$ cat config.mk
export PLATFORM = sky130hd
export DESIGN_NAME = gen3_link_capability_regs
export DESIGN_NICKNAME = d
export VERILOG_FILES = /design/src/gen3_cap_pkg.sv /design/src/gen3_link_capability_regs.sv
export VERILOG_INCLUDE_DIRS = /design/src
export SDC_FILE = /design/constraint.sdc
export NUM_CORES = 2
export LEC_CHECK = 0
export BUFFER_PORTS_ARGS = -buffer_cell sky130_fd_sc_hd__buf_2
export CORE_UTILIZATION = 45
export DETAILED_ROUTE_END_ITERATION = 6
export PLACE_DENSITY = 0.58
export SETUP_SLACK_MARGIN = 0.3
export SYNTH_ARGS = -nofsm -noshare
export SYNTH_HDL_FRONTEND = slang
export SYNTH_SLANG_ARGS = --single-unit
$ cat constraint.sdc
create_clock -name clk_i -period 25.6 [get_ports clk_i]
set_input_delay 3.84 -clock clk_i [delete_from_list [all_inputs] [get_ports clk_i]]
set_output_delay 3.84 -clock clk_i [all_outputs]
set_load 0.005 [all_outputs]
$ cat src/gen3_cap_params.svh
`ifndef GEN3_CAP_PARAMS_SVH
`define GEN3_CAP_PARAMS_SVH

// dword byte offsets inside the capability
`define OFS_HEADER 8'h00
`define OFS_GLOBAL_TRAIN 8'h04
`define OFS_LINK0_TX_CFG 8'h08
`define OFS_LINK0_RX_CFG 8'h0c
`define OFS_LINK0_TRAIN 8'h10
`define OFS_REGULAR_RSVD 8'h14
`define OFS_LINK1_TX_CFG 8'h18
`define OFS_LINK1_RX_CFG 8'h1c
`define OFS_LINK1_TRAIN 8'h20
`define OFS_SELF_TEST_CTRL 8'h24
`define OFS_TX_TEST_RSVD 8'h24
`define OFS_LAST_REDUCED 8'h14
`define OFS_LAST_FULL 8'h24

// header layout
`define CAP_ID_VALUE 8'h08
`define CAP_TYPE_VALUE 8'hd0
`define HDR_ID_LSB 0
`define HDR_PTR_LSB 8
`define HDR_BANK_LSB 16
`define HDR_ENUM_LSB 18
`define ENUM_UNTHROTTLED 0
`define ENUM_SELF_TEST 1
`define ENUM_CMD_INSERT 2
`define ENUM_DEEP_STATE 3
`define ENUM_SPLIT_LANE 4
`define HDR_TYPE_LSB 24

// bank codes
`define BANK_REGULAR 2'h0
`define BANK_RX_TEST 2'h1
`define BANK_TX_TEST 2'h2

// shared link training register
`define GLT_RESET 32'h0074003a
`define GLT_T0_LSB 0
`define GLT_INLN_LSB 6
`define GLT_TUNNEL_LINK_SELECT_BIT 12
`define GLT_FULLT0_LSB 17
`define GLT_BASE_MASK 32'h007c0f3f
`define GLT_INLN_MASK 32'h000000c0
`define GLT_TUNNEL_LINK_SELECT_MASK 32'h00001000

// dwell timing: unit is 100 ns, scale multipliers and the ceiling code
`define DWELL_UNIT_NS 100
`define DWELL_MULT_S0 9'h001
`define DWELL_MULT_S1 9'h005
`define DWELL_MULT_S2 9'h014
`define DWELL_MULT_S3 9'h0c8
`define DWELL_S3_MAX_COUNT 4'ha
`define DWELL_FULL_DEFAULT 6'h3a

`endif

$ cat src/gen3_cap_pkg.sv
package gen3_cap_pkg;

  typedef logic [1:0] bank_sel_t;

  typedef enum logic [1:0] {
    dwell_idle,
    dwell_run,
    dwell_done
  } dwell_state_t;

  typedef enum logic [1:0] {
    apb_idle,
    apb_answer
  } apb_state_t;

endpackage

$ cat src/gen3_link_capability_regs.sv
// Added by the designer: register access over APB.
`timescale 1ns/1ps
`include "gen3_cap_params.svh"

module gen3_link_capability_regs #(
  parameter logic [7:0] NEXT_CAP_PTR = 8'h00,
  parameter bit FULL_BLOCK = 1'b1,
  parameter bit SINGLE_LINK = 1'b0,
  parameter bit TUNNEL = 1'b1,
  parameter bit SELF_TEST_CAPABLE = 1'b1,
  parameter bit UNTHROTTLED_CMD_CAPABLE = 1'b0,
  parameter bit CMD_INSERTION_CAPABLE = 1'b0,
  parameter bit DEEP_STATE_CAPABLE = 1'b0,
  parameter bit SPLIT_LANE_CONTROL_CAPABLE = 1'b0,
  parameter bit ASYNC_CLOCKING = 1'b0,
  parameter int CLK_PERIOD_NS = 40,
  parameter int ADDR_W = 8
) (
  input wire logic clk_i,
  input wire logic reset_n_i,
  input wire logic ce_i,
  input wire logic psel_i,
  input wire logic penable_i,
  input wire logic pwrite_i,
  input wire logic [ADDR_W-1:0] paddr_i,
  input wire logic [31:0] pwdata_i,
  output logic [31:0] prdata_o,
  output logic pready_o,
  output logic pslverr_o,
  input wire logic train0_start_i,
  input wire logic full_training_i,
  output logic train0_done_o,
  output logic train0_active_o,
  output logic [31:0] shared_link_training_o,
  output logic [1:0] bank_select_o
);

  localparam int WORDS_PER_BANK = 9;
  localparam int STORE_WORDS = 3 * WORDS_PER_BANK;
  localparam int DWELL_W = 16;
  // length of one 100 ns unit in ns; dwell_cycles rounds up to cycles so the dwell never comes up short
  localparam int UNIT_CYC_NUM = `DWELL_UNIT_NS;

  // parameter sets that the logic cannot serve stop elaboration
  if (ADDR_W < 6 || ADDR_W > 32) begin : g_bad_addr_w
    $error("ADDR_W must cover the 40-byte capability");
  end
  if (CLK_PERIOD_NS < 1 || CLK_PERIOD_NS > 1000) begin : g_bad_period
    $error("CLK_PERIOD_NS outside the range the dwell counter serves");
  end
  if (!FULL_BLOCK && (!SINGLE_LINK || ASYNC_CLOCKING || TUNNEL)) begin : g_bad_reduced
    $error("reduced block is only for synchronous single-link devices");
  end
  if (SELF_TEST_CAPABLE && !FULL_BLOCK) begin : g_bad_self_test
    $error("self-test banks need the full block");
  end
  if (SINGLE_LINK && TUNNEL) begin : g_bad_flavour
    $error("a tunnel carries two links");
  end
  if (NEXT_CAP_PTR[1:0] != 2'b00) begin : g_bad_next_ptr
    $error("next capability pointer must be dword aligned");
  end

  // ---------------------------------------------------------------------------
  // helpers
  // ---------------------------------------------------------------------------

  // offset inside the block the current bank can answer
  function automatic logic offset_mapped(input logic [7:0] ofs, input logic [1:0] bank);
    logic ok;
    ok = 1'b0;
    if (ofs == `OFS_HEADER) begin
      ok = 1'b1;
    end else if (bank == 2'h3) begin
      ok = 1'b0;
    end else if (bank != `BANK_REGULAR && !SELF_TEST_CAPABLE) begin
      ok = 1'b0;
    end else if (FULL_BLOCK) begin
      ok = (ofs <= `OFS_LAST_FULL);
    end else begin
      ok = (ofs <= `OFS_LAST_REDUCED);
    end
    return ok;
  endfunction

  // dwords that read as zero and drop writes
  function automatic logic offset_reserved(input logic [7:0] ofs, input logic [1:0] bank);
    logic rsvd;
    rsvd = 1'b0;
    if (bank == `BANK_REGULAR) begin
      if (ofs == `OFS_REGULAR_RSVD) begin
        rsvd = 1'b1;
      end else if (SINGLE_LINK && (ofs == `OFS_LINK1_TX_CFG || ofs == `OFS_LINK1_RX_CFG
                                   || ofs == `OFS_LINK1_TRAIN)) begin
        rsvd = 1'b1;
      end
    end else if (bank == `BANK_TX_TEST && ofs == `OFS_TX_TEST_RSVD) begin
      rsvd = 1'b1;
    end
    return rsvd;
  endfunction

  // flat storage index: each bank owns its own nine words
  function automatic logic [4:0] store_index(input logic [7:0] ofs, input logic [1:0] bank);
    logic [4:0] word;
    word = 5'(ofs[7:2]) - 5'h01;
    return 5'(bank) * 5'(WORDS_PER_BANK) + word;
  endfunction

  // the shared training word lives only in the regular bank
  function automatic logic is_shared_train(input logic [7:0] ofs, input logic [1:0] bank);
    return bank == `BANK_REGULAR && ofs == `OFS_GLOBAL_TRAIN;
  endfunction

  // dwell code to 100 ns units: count times scale, scale 3 clamped at 200 us
  function automatic logic [DWELL_W-1:0] dwell_units(input logic [5:0] code);
    logic [3:0] count;
    logic [8:0] mult;
    count = code[3:0];
    mult = `DWELL_MULT_S0;
    case (code[5:4])
      2'h0: mult = `DWELL_MULT_S0;
      2'h1: mult = `DWELL_MULT_S1;
      2'h2: mult = `DWELL_MULT_S2;
      default: begin
        mult = `DWELL_MULT_S3;
        if (count > `DWELL_S3_MAX_COUNT) begin
          count = `DWELL_S3_MAX_COUNT;
        end
      end
    endcase
    return DWELL_W'(count) * DWELL_W'(mult);
  endfunction

  // units to cycles, rounded up so the programmed time is never undercut
  function automatic logic [DWELL_W+4:0] dwell_cycles(input logic [DWELL_W-1:0] units);
    logic [DWELL_W+10:0] ns;
    ns = (DWELL_W+11)'(units) * (DWELL_W+11)'(UNIT_CYC_NUM);
    return (DWELL_W+5)'((ns + (DWELL_W+11)'(CLK_PERIOD_NS - 1))
                        / (DWELL_W+11)'(CLK_PERIOD_NS));
  endfunction

  // ---------------------------------------------------------------------------
  // register state
  // ---------------------------------------------------------------------------

  gen3_cap_pkg::bank_sel_t bank;
  logic [31:0] glt;
  logic [31:0] store [0:STORE_WORDS-1];
  gen3_cap_pkg::apb_state_t apb_state;
  logic [7:0] ofs;
  logic hit;
  logic upper_zero;
  logic write_go;
  logic [31:0] glt_mask;
  logic [31:0] header_word;
  logic [31:0] next_rdata;
  logic next_err;
  logic [5:0] feature_enumeration;

  assign ofs = 8'({paddr_i[ADDR_W-1:2], 2'b00});
  // wider buses must not alias the capability onto higher addresses
  if (ADDR_W > 8) begin : g_upper
    assign upper_zero = (paddr_i[ADDR_W-1:8] == '0);
  end else begin : g_no_upper
    assign upper_zero = 1'b1;
  end
  assign hit = upper_zero && offset_mapped(ofs, bank);

  // bit 23 stays zero
  assign feature_enumeration = {
    1'b0,
    SPLIT_LANE_CONTROL_CAPABLE,
    DEEP_STATE_CAPABLE,
    CMD_INSERTION_CAPABLE,
    (FULL_BLOCK && SELF_TEST_CAPABLE),
    UNTHROTTLED_CMD_CAPABLE
  };

  assign header_word = {
    `CAP_TYPE_VALUE,
    feature_enumeration,
    (SELF_TEST_CAPABLE ? bank : 2'h0),
    NEXT_CAP_PTR,
    `CAP_ID_VALUE
  };

  // writable bits of the shared training register depend on the device flavour
  always_comb begin
    glt_mask = `GLT_BASE_MASK;
    if (!SPLIT_LANE_CONTROL_CAPABLE) begin
      glt_mask = glt_mask | `GLT_INLN_MASK;
    end
    if (TUNNEL) begin
      glt_mask = glt_mask | `GLT_TUNNEL_LINK_SELECT_MASK;
    end
  end

  always_comb begin
    next_rdata = 32'h0000_0000;
    next_err = 1'b0;
    if (!hit) begin
      next_err = 1'b1;
    end else if (ofs == `OFS_HEADER) begin
      next_rdata = header_word;
    end else if (offset_reserved(ofs, bank)) begin
      next_rdata = 32'h0000_0000;
    end else if (is_shared_train(ofs, bank)) begin
      next_rdata = glt;
    end else begin
      next_rdata = store[store_index(ofs, bank)];
    end
  end

  // ---------------------------------------------------------------------------
  // apb slave: one wait state so read data comes from a flop
  // ce low freezes the slave; a write whose ready edge sees ce low is dropped and pready stays high
  // ---------------------------------------------------------------------------

  always_ff @(posedge clk_i or negedge reset_n_i) begin
    if (!reset_n_i) begin
      apb_state <= gen3_cap_pkg::apb_idle;
      pready_o <= 1'b0;
      prdata_o <= 32'h0000_0000;
      pslverr_o <= 1'b0;
    end else if (ce_i) begin
      case (apb_state)
        gen3_cap_pkg::apb_idle: begin
          if (psel_i && penable_i) begin
            apb_state <= gen3_cap_pkg::apb_answer;
            pready_o <= 1'b1;
            pslverr_o <= next_err;
            prdata_o <= pwrite_i ? 32'h0000_0000 : next_rdata;
          end
        end
        default: begin
          apb_state <= gen3_cap_pkg::apb_idle;
          pready_o <= 1'b0;
          pslverr_o <= 1'b0;
          prdata_o <= 32'h0000_0000;
        end
      endcase
    end
  end

  // a write lands on the edge where the master sees pready high
  assign write_go = ce_i && psel_i && penable_i && pwrite_i && pready_o && hit
                    && !offset_reserved(ofs, bank);

  // 11b is kept as written; only the header answers in that bank
  always_ff @(posedge clk_i or negedge reset_n_i) begin
    if (!reset_n_i) begin
      bank <= `BANK_REGULAR;
    end else if (write_go && ofs == `OFS_HEADER && SELF_TEST_CAPABLE) begin
      bank <= pwdata_i[`HDR_BANK_LSB +: 2];
    end
  end

  always_ff @(posedge clk_i or negedge reset_n_i) begin
    if (!reset_n_i) begin
      glt <= `GLT_RESET;
    end else if (write_go && is_shared_train(ofs, bank)) begin
      // the dwell code is not locked here; keeping it steady is up to software
      glt <= pwdata_i & glt_mask;
    end
  end

  // each bank has its own words, so test setups never clobber link registers
  always_ff @(posedge clk_i or negedge reset_n_i) begin
    if (!reset_n_i) begin
      for (int i = 0; i < STORE_WORDS; i++) begin
        store[i] <= 32'h0000_0000;
      end
    end else if (write_go && ofs != `OFS_HEADER && !is_shared_train(ofs, bank)) begin
      store[store_index(ofs, bank)] <= pwdata_i;
    end
  end

  // one copy feeds both links of a tunnel
  always_ff @(posedge clk_i or negedge reset_n_i) begin
    if (!reset_n_i) begin
      shared_link_training_o <= `GLT_RESET;
    end else if (ce_i) begin
      shared_link_training_o <= glt;
    end
  end

  always_ff @(posedge clk_i or negedge reset_n_i) begin
    if (!reset_n_i) begin
      bank_select_o <= `BANK_REGULAR;
    end else if (ce_i) begin
      bank_select_o <= bank;
    end
  end

  // ---------------------------------------------------------------------------
  // training-0 dwell timer
  // ---------------------------------------------------------------------------

  gen3_cap_pkg::dwell_state_t dwell_state;
  logic [DWELL_W+4:0] dwell_count;
  logic [5:0] dwell_code;
  logic [DWELL_W+4:0] dwell_target;

  // full training with an unprogrammed field falls back to 200 us
  always_comb begin
    dwell_code = glt[`GLT_T0_LSB +: 6];
    if (full_training_i) begin
      dwell_code = glt[`GLT_FULLT0_LSB +: 6];
      if (dwell_code == 6'h00) begin
        dwell_code = `DWELL_FULL_DEFAULT;
      end
    end
  end

  assign dwell_target = dwell_cycles(dwell_units(dwell_code));

  always_ff @(posedge clk_i or negedge reset_n_i) begin
    if (!reset_n_i) begin
      dwell_state <= gen3_cap_pkg::dwell_idle;
      dwell_count <= '0;
      train0_done_o <= 1'b0;
      train0_active_o <= 1'b0;
    end else if (ce_i) begin
      train0_done_o <= 1'b0;
      case (dwell_state)
        // a start during the done cycle is dropped; callers wait for done
        gen3_cap_pkg::dwell_idle: begin
          if (train0_start_i) begin
            dwell_count <= dwell_target;
            train0_active_o <= 1'b1;
            dwell_state <= gen3_cap_pkg::dwell_run;
          end
        end
        gen3_cap_pkg::dwell_run: begin
          // a zero code ends after one cycle, which is within the 100 ns slack
          if (dwell_count <= (DWELL_W+5)'(1)) begin
            dwell_state <= gen3_cap_pkg::dwell_done;
          end else begin
            dwell_count <= dwell_count - (DWELL_W+5)'(1);
          end
        end
        default: begin
          train0_done_o <= 1'b1;
          train0_active_o <= 1'b0;
          dwell_count <= '0;
          dwell_state <= gen3_cap_pkg::dwell_idle;
        end
      endcase
    end
  end

endmodule // gen3_link_capability_regs

# ---- After elaboration in Yosys (flattened, before gate mapping)
# Index checks and enable logic that the tools add are counted.
dict set report totals {
  inputBits 48
  output_inout_bits 70
  regBits 965
  wordCells 136
}
dict set report op_classes {
  n_reduce_logical 29
  div 1
  order_cmp 5
  bitwise_logic 2
  eq_ne 12
  add_sub_neg 4
  muxes 41
  multipliers 3
}
# cell n
set ops {}
lappend ops {{$bwmux 864} 1}
lappend ops {{$mux 32} 10}
lappend ops {{$bmux 32 s5} 1}
lappend ops {{$demux 32 s5} 1}
lappend ops {{$mux 21} 2}
lappend ops {{$pmux 21 s2} 1}
lappend ops {{$div 27x6->27 const B} 1}
lappend ops {{$pmux 8 s3} 1}
lappend ops {{$add 20x6->21 const B} 1}
lappend ops {{$le 21x1->1 const B} 1}
lappend ops {{$sub 21x1->21 const B} 1}
lappend ops {{$mul 13x5->18 const B} 1}
lappend ops {{$logic_and 1x1->1} 14}
lappend ops {{$mux 1} 14}
lappend ops {{$mul 4x9->13} 1}
lappend ops {{$mux 6} 2}
lappend ops {{$reduce_and 3->1} 3}
lappend ops {{$le 8x6->1 const B} 1}
lappend ops {{$logic_not 2->1} 4}
lappend ops {{$logic_not 8->1} 1}
lappend ops {{$mux 2} 4}
lappend ops {{$mux 4} 2}
lappend ops {{$ne 2x2->1 const B} 4}
lappend ops {{$reduce_bool 8->1} 1}
lappend ops {{other kinds (20)} 24}

# ---- Longest topological paths before layout
dict set report logic_depth {
  ltp_word 13
  ltp_mapped 77
  ltp_nobuf 67
}

# ---- Worst setup path before layout
# Ideal clock, no wire load.
dict set report synth_path {
  kind {input to register}
  start {in full_training_i}
  end {reg dwell_count[0]}
  setup_ps 90
  arrival_ps 19768
  required_time_ps 25510
  stages 69
  path_buffers 7
  slack_ps 5742
  cell_sequence {clkbuf_1 o21ai_0 o22a_1 ha_1 nand2_1 o21ai_0 and2_1 ha_1 fa_1 ha_1 a21o_1 a21oi_1 o21bai_1 a21oi_1 o21bai_1 a21oi_1 nor2b_1 o21ai_0 (+33 left out) xor2_2 and4_1 mux2i_4 o21ai_2 and3_4 o32ai_2 and2_1 buf_6 mux2_4 a31o_1 a2111o_1 or2_4 a311o_1 nor2_2 a21oi_1 a2111o_1 or3_1 o221ai_1}
}
dict set report synth_between {
  elab_chain_len 10
  word_cells_on_any_way 15
  cone_classes {1 x add/sub; 2 x mul; 1 x div; 1 x order compare; 2 x eq/ne; 6 x mux; 2 x reduce/logical}
}
# element line_no
set synth_lines {}
lappend synth_lines {{start, declared} gen3_link_capability_regs.sv:31} ;# input wire logic full_training_i,
lappend synth_lines {{$mux 6 *} gen3_link_capability_regs.sv:308} ;# if (full_training_i) begin
lappend synth_lines {{$gt 4x4->1 (no source line), or another cell as far along} n/a}
lappend synth_lines {{$mux 4 / $reduce_or 3->1 (equally long branches)} n/a}
lappend synth_lines {{$mux 4} gen3_link_capability_regs.sv:121} ;# case (code[5:4])
lappend synth_lines {{$mul 4x9->13 *} gen3_link_capability_regs.sv:132} ;# return DWELL_W'(count) * DWELL_W'(mult);
lappend synth_lines {{$mul 13x5->18 *} gen3_link_capability_regs.sv:138} ;# ns = (DWELL_W+11)'(units) * (DWELL_W+11)'(UNIT_CYC_NUM);
lappend synth_lines {{$add 20x6->21 *} gen3_link_capability_regs.sv:139} ;# return (DWELL_W+5)'((ns + (DWELL_W+11)'(CLK_PERIOD_NS - 1))
lappend synth_lines {{$div 27x6->27 *} gen3_link_capability_regs.sv:140} ;# / (DWELL_W+11)'(CLK_PERIOD_NS));
lappend synth_lines {{$mux 21 *} gen3_link_capability_regs.sv:329} ;# if (train0_start_i) begin
lappend synth_lines {{$pmux 21 s2 *} gen3_link_capability_regs.sv:326} ;# case (dwell_state)
lappend synth_lines {{end signal, assigned} gen3_link_capability_regs.sv:330} ;# dwell_count <= dwell_target;
lappend synth_lines {{end signal, assigned} gen3_link_capability_regs.sv:340} ;# dwell_count <= dwell_count - (DWELL_W+5)'(1);
lappend synth_lines {{end, declared} gen3_link_capability_regs.sv:301} ;# logic [DWELL_W+4:0] dwell_count;
# Every way passes the cells marked *; elsewhere a longest branch is shown, timed or not. The select of a mux whose other input is x is not followed.
# A chain may end at the register's enable or synchronous reset.

# ---- Worst setup path in the final report
# Ends and elaborated chain as after synthesis.

==> results.md <==
* Status: finished with violations
* Failing checks: DRC
* DRC viols at 32
* First-pass GRT wire length at 230 mm
* Cell count after placement at 5614
* Die Area at 117000 µm²
* Synth Area in XOR/XNOR at 1.73%
* Least-Margin Pin Slew at 1.18 ns
* Final #Nets at 4348
* Warnings, synthesis at 0
* CP Max Fanout at 14
* Global router's overall resource usage at 25.8%
* Mux contribution to synthesized area at 29.4%
* Clk root buf: clkbuf_16
* Reg clk slew, reported paths at 0.07 ns
* Final GP Congestion at 0.932
* Vias per inst at 6.14
* Drt pass-1 iters at 7
* CTS Buffer Depth at 3
* Die H at 342 µm
* Slew margin rel. at 19.5%
* Clk sink count at 963
* Cell mode on critical path: ha_1
* Drt total wl at 150 mm
* # IOs at 118
* Lkg Pwr at 26.8 nW
* Post-CTS Setup Inserts at 0
* Final instance count without filler cells at 5810
* Share of cells above drive strength 1 at 37.0%
* Core ar. at 115000 µm²
* Hold crit path type: flop to flop
* Worst EP arrival at 23.16 ns
* Max cap viols at 0
* Post-synthesis adder-cell area fraction at 2.47%
* Worst Setup Path Type: primary input to flop
* Delay of the slowest cell on the worst path at 0.90 ns
* Fin. max-slew vios at 0
* Initial Util at 45.5%
* Mapped cell area at 52100 µm²
* Final setup violation count at 0
* Largest family of logic cells by synthesized area: multiplexers
* Via Count at 35700
* Dpl ws at 2.52 ns
* Post-synthesis area per instance at 12.3 µm²
* Ys async rst share at 100%
* Grt total ovfl at 0
* Final Skew at 0.0328 ns
* Syn Inst Count at 4250
* Total CTS buffers at 103
* Worst Setup End Kind: flop
* Period utilisation layout at 88.1%
* Number of synthesized flops with an enable pin at 0
* Pwr Density at 79.3 nW/µm²
* Post-route ant nets at 0
* Worst path slowest cell: a22oi_1
* H-tree levels at 3
* Post-DR wirelength/cell at 25.8 µm
* Seq/Total Area, Yosys at 46.3%
* Vias in the first global route at 35700
* Maximum vdd ir drop at 0.000119 V
* Min cycle time layout at 22.56 ns
* Max Clk Rate at 44.3 MHz
* Clk_lat worst skew at 0.69 ns
* Chip Width at 342 µm
* DP Area at 54100 µm²
* I/O Buffers at 101
* Final Power at 0.00456 W
* Simple-Gate Fraction of Synth Area at 7.78%
* CP Data Required Time at 26.20 ns
* RSZ-0062 raised after global routing: no
* Quantity of hold-fixing buffers added after cts at 0
* Design area at 57500 µm²
* Initial antenna violation count at 11
* Post-cts resize count at 0
* Nature of the critical path startpoint: primary input
* Detail Placement HPWL at 96.1 mm
* Largest net degree at the start of global routing at 164
* Synth Flop Type: dfrtp_1
* Distinct cells, synth at 127
* 1st-iter DRT viols at 2658
* #FFs+latches synth at 963
* Area grow syn2layout at 10.3%
* Compound-Gate Fraction of Synth Area at 9.22%
* # rows at 124
* CTS tree: yes
* Final Hold Vio Count at 0
* Worst setup margin at 3.04 ns
* Setup TNS after final layout at 0 ns
[through the flow]
stage / utilization [%] / hold WS, ns
final: 50.2 / 0.465
after global routing: 50.2 / 0.509
after CTS: 50.2 / 0.470
after detailed placement: 47.2 / 0.456
after global placement: 47.2 / 0.445
after floorplan: - / 0.463
[report_power, final]
| part | switching, W | total (W) | leakage (nW) | internal [W] |
|---|---|---|---|---|
| registers | 0.0000172 | 0.00156 | 13.4 | 0.00154 |
| logic | 0.000982 | 0.00150 | 11.8 | 0.000519 |
| clock network | 0.000628 | 0.00150 | 1.66 | 0.000868 |
[flip-flops by register name, indices dropped and copies added (netlist names), 2 cells and up]
name and count:
bank 2, dwell_count 21, dwell_state 2, store 864
shared_link_training_o 18, bank_select_o 2, prdata_o 32, glt 18
[cells in the final DEF (no fill, tap or decap), types with 19 or more instances in the layout]
cell type and instances:
a211oi_1 27, a21o_1 19, a21oi_1 147, a31oi_1 34, and2_1 29, and3_1 22
buf_2 100, buf_4 74, clkbuf_1 30, clkbuf_16 104, clkbuf_8 24, dfrtp_1 947
ha_1 76, inv_1 66, mux2_2 910, mux2i_1 64, mux4_2 193, nand2_1 226
nand3_1 71, nand4_1 19, nor2_1 195, nor2_4 24, nor2b_1 24, nor3_1 65
nor4_1 25, o211ai_1 27, o21ai_0 145, o22ai_1 40, xnor2_1 61, xor2_1 27
[logic make-up after synthesis]
kind of cell               after synthesis
other                                    1
and+or+nand+nor                        824
xor gates and xnor gates                98
buffers and inverters                  406
AOI/OAI and AO/OA                      692
DFF                                    963
muxes                                 1172
adders and majority gates               94
[worst max-delay path: cells and delay by family]
family          cells  cell delay (ns)
buf+inv             2             0.30
simple gates       19             6.19
xor+xnor            2             0.88
compound gates     25             6.83
mux                 7             2.34
fa+ha+maj           8             2.67
[cells in the mapped netlist, types with 27 or more instances]
cell type / instances / area [µm²]
nand3_1: 71 / 355
mux2_2: 910 / 10200
ha_1: 78 / 976
o22ai_1: 40 / 250
a211oi_1: 27 / 203
a31oi_1: 34 / 213
mux2i_1: 64 / 641
dfrtp_1: 947 / 23700
mux4_2: 193 / 4350
clkbuf_1: 245 / 920
o21ai_0: 145 / 726
xnor2_1: 63 / 552
nor3_1: 66 / 330
o211ai_1: 27 / 203
inv_1: 66 / 248
and2_1: 29 / 181
buf_1: 60 / 225
xor2_1: 29 / 254
a21oi_1: 147 / 736
nand2_1: 226 / 848
nor2_1: 219 / 822
[final timing paths]
check                      slack (ns)                      from                     endpoint  cells after the start
setup reg to reg                 5.24       glt[19]$_DFFE_PN0P_   dwell_count[0]$_DFFE_PN0P_                     63
hold reg to reg                  0.46  prdata_o[14]$_DFFE_PN0P_     prdata_o[14]$_DFFE_PN0P_                      2
setup / recovery                 3.04           full_training_i   dwell_count[0]$_DFFE_PN0P_                     63
min in group asynchronous        3.22                 reset_n_i       store[765]$_DFFE_PN0P_                      1
max in group asynchronous       19.13                 reset_n_i  dwell_count[18]$_DFFE_PN0P_                      4
hold / removal                   0.46  prdata_o[14]$_DFFE_PN0P_     prdata_o[14]$_DFFE_PN0P_                      2
[layer usage]
| layer | routed length [µm] | share of wire [%] | GRT usage (%) |
|---|---|---|---|
| met1 | 67400 | 45 | 36.5 |
| met2 | 70600 | 47 | 41.1 |
| met3 | 7790 | 5.2 | 3.60 |
| met4 | 4340 | 2.9 | 8.07 |
| met5 | 51 | 0.034 | 0 |
[final cells by class]
cell class / count / area, µm²
Sequential cell: 963 / 24100
Clock inverter: 32 / 323
Antenna cell: 6 / 15.0
Clock buffer: 158 / 3050
Fill cell: 10200 / 57000
Multi-Input combinational cell: 2894 / 26700
Timing Repair Buffer: 178 / 1130
Tap cell: 1512 / 1890
Inverter: 67 / 251
(Power assumes the default switching activity.)
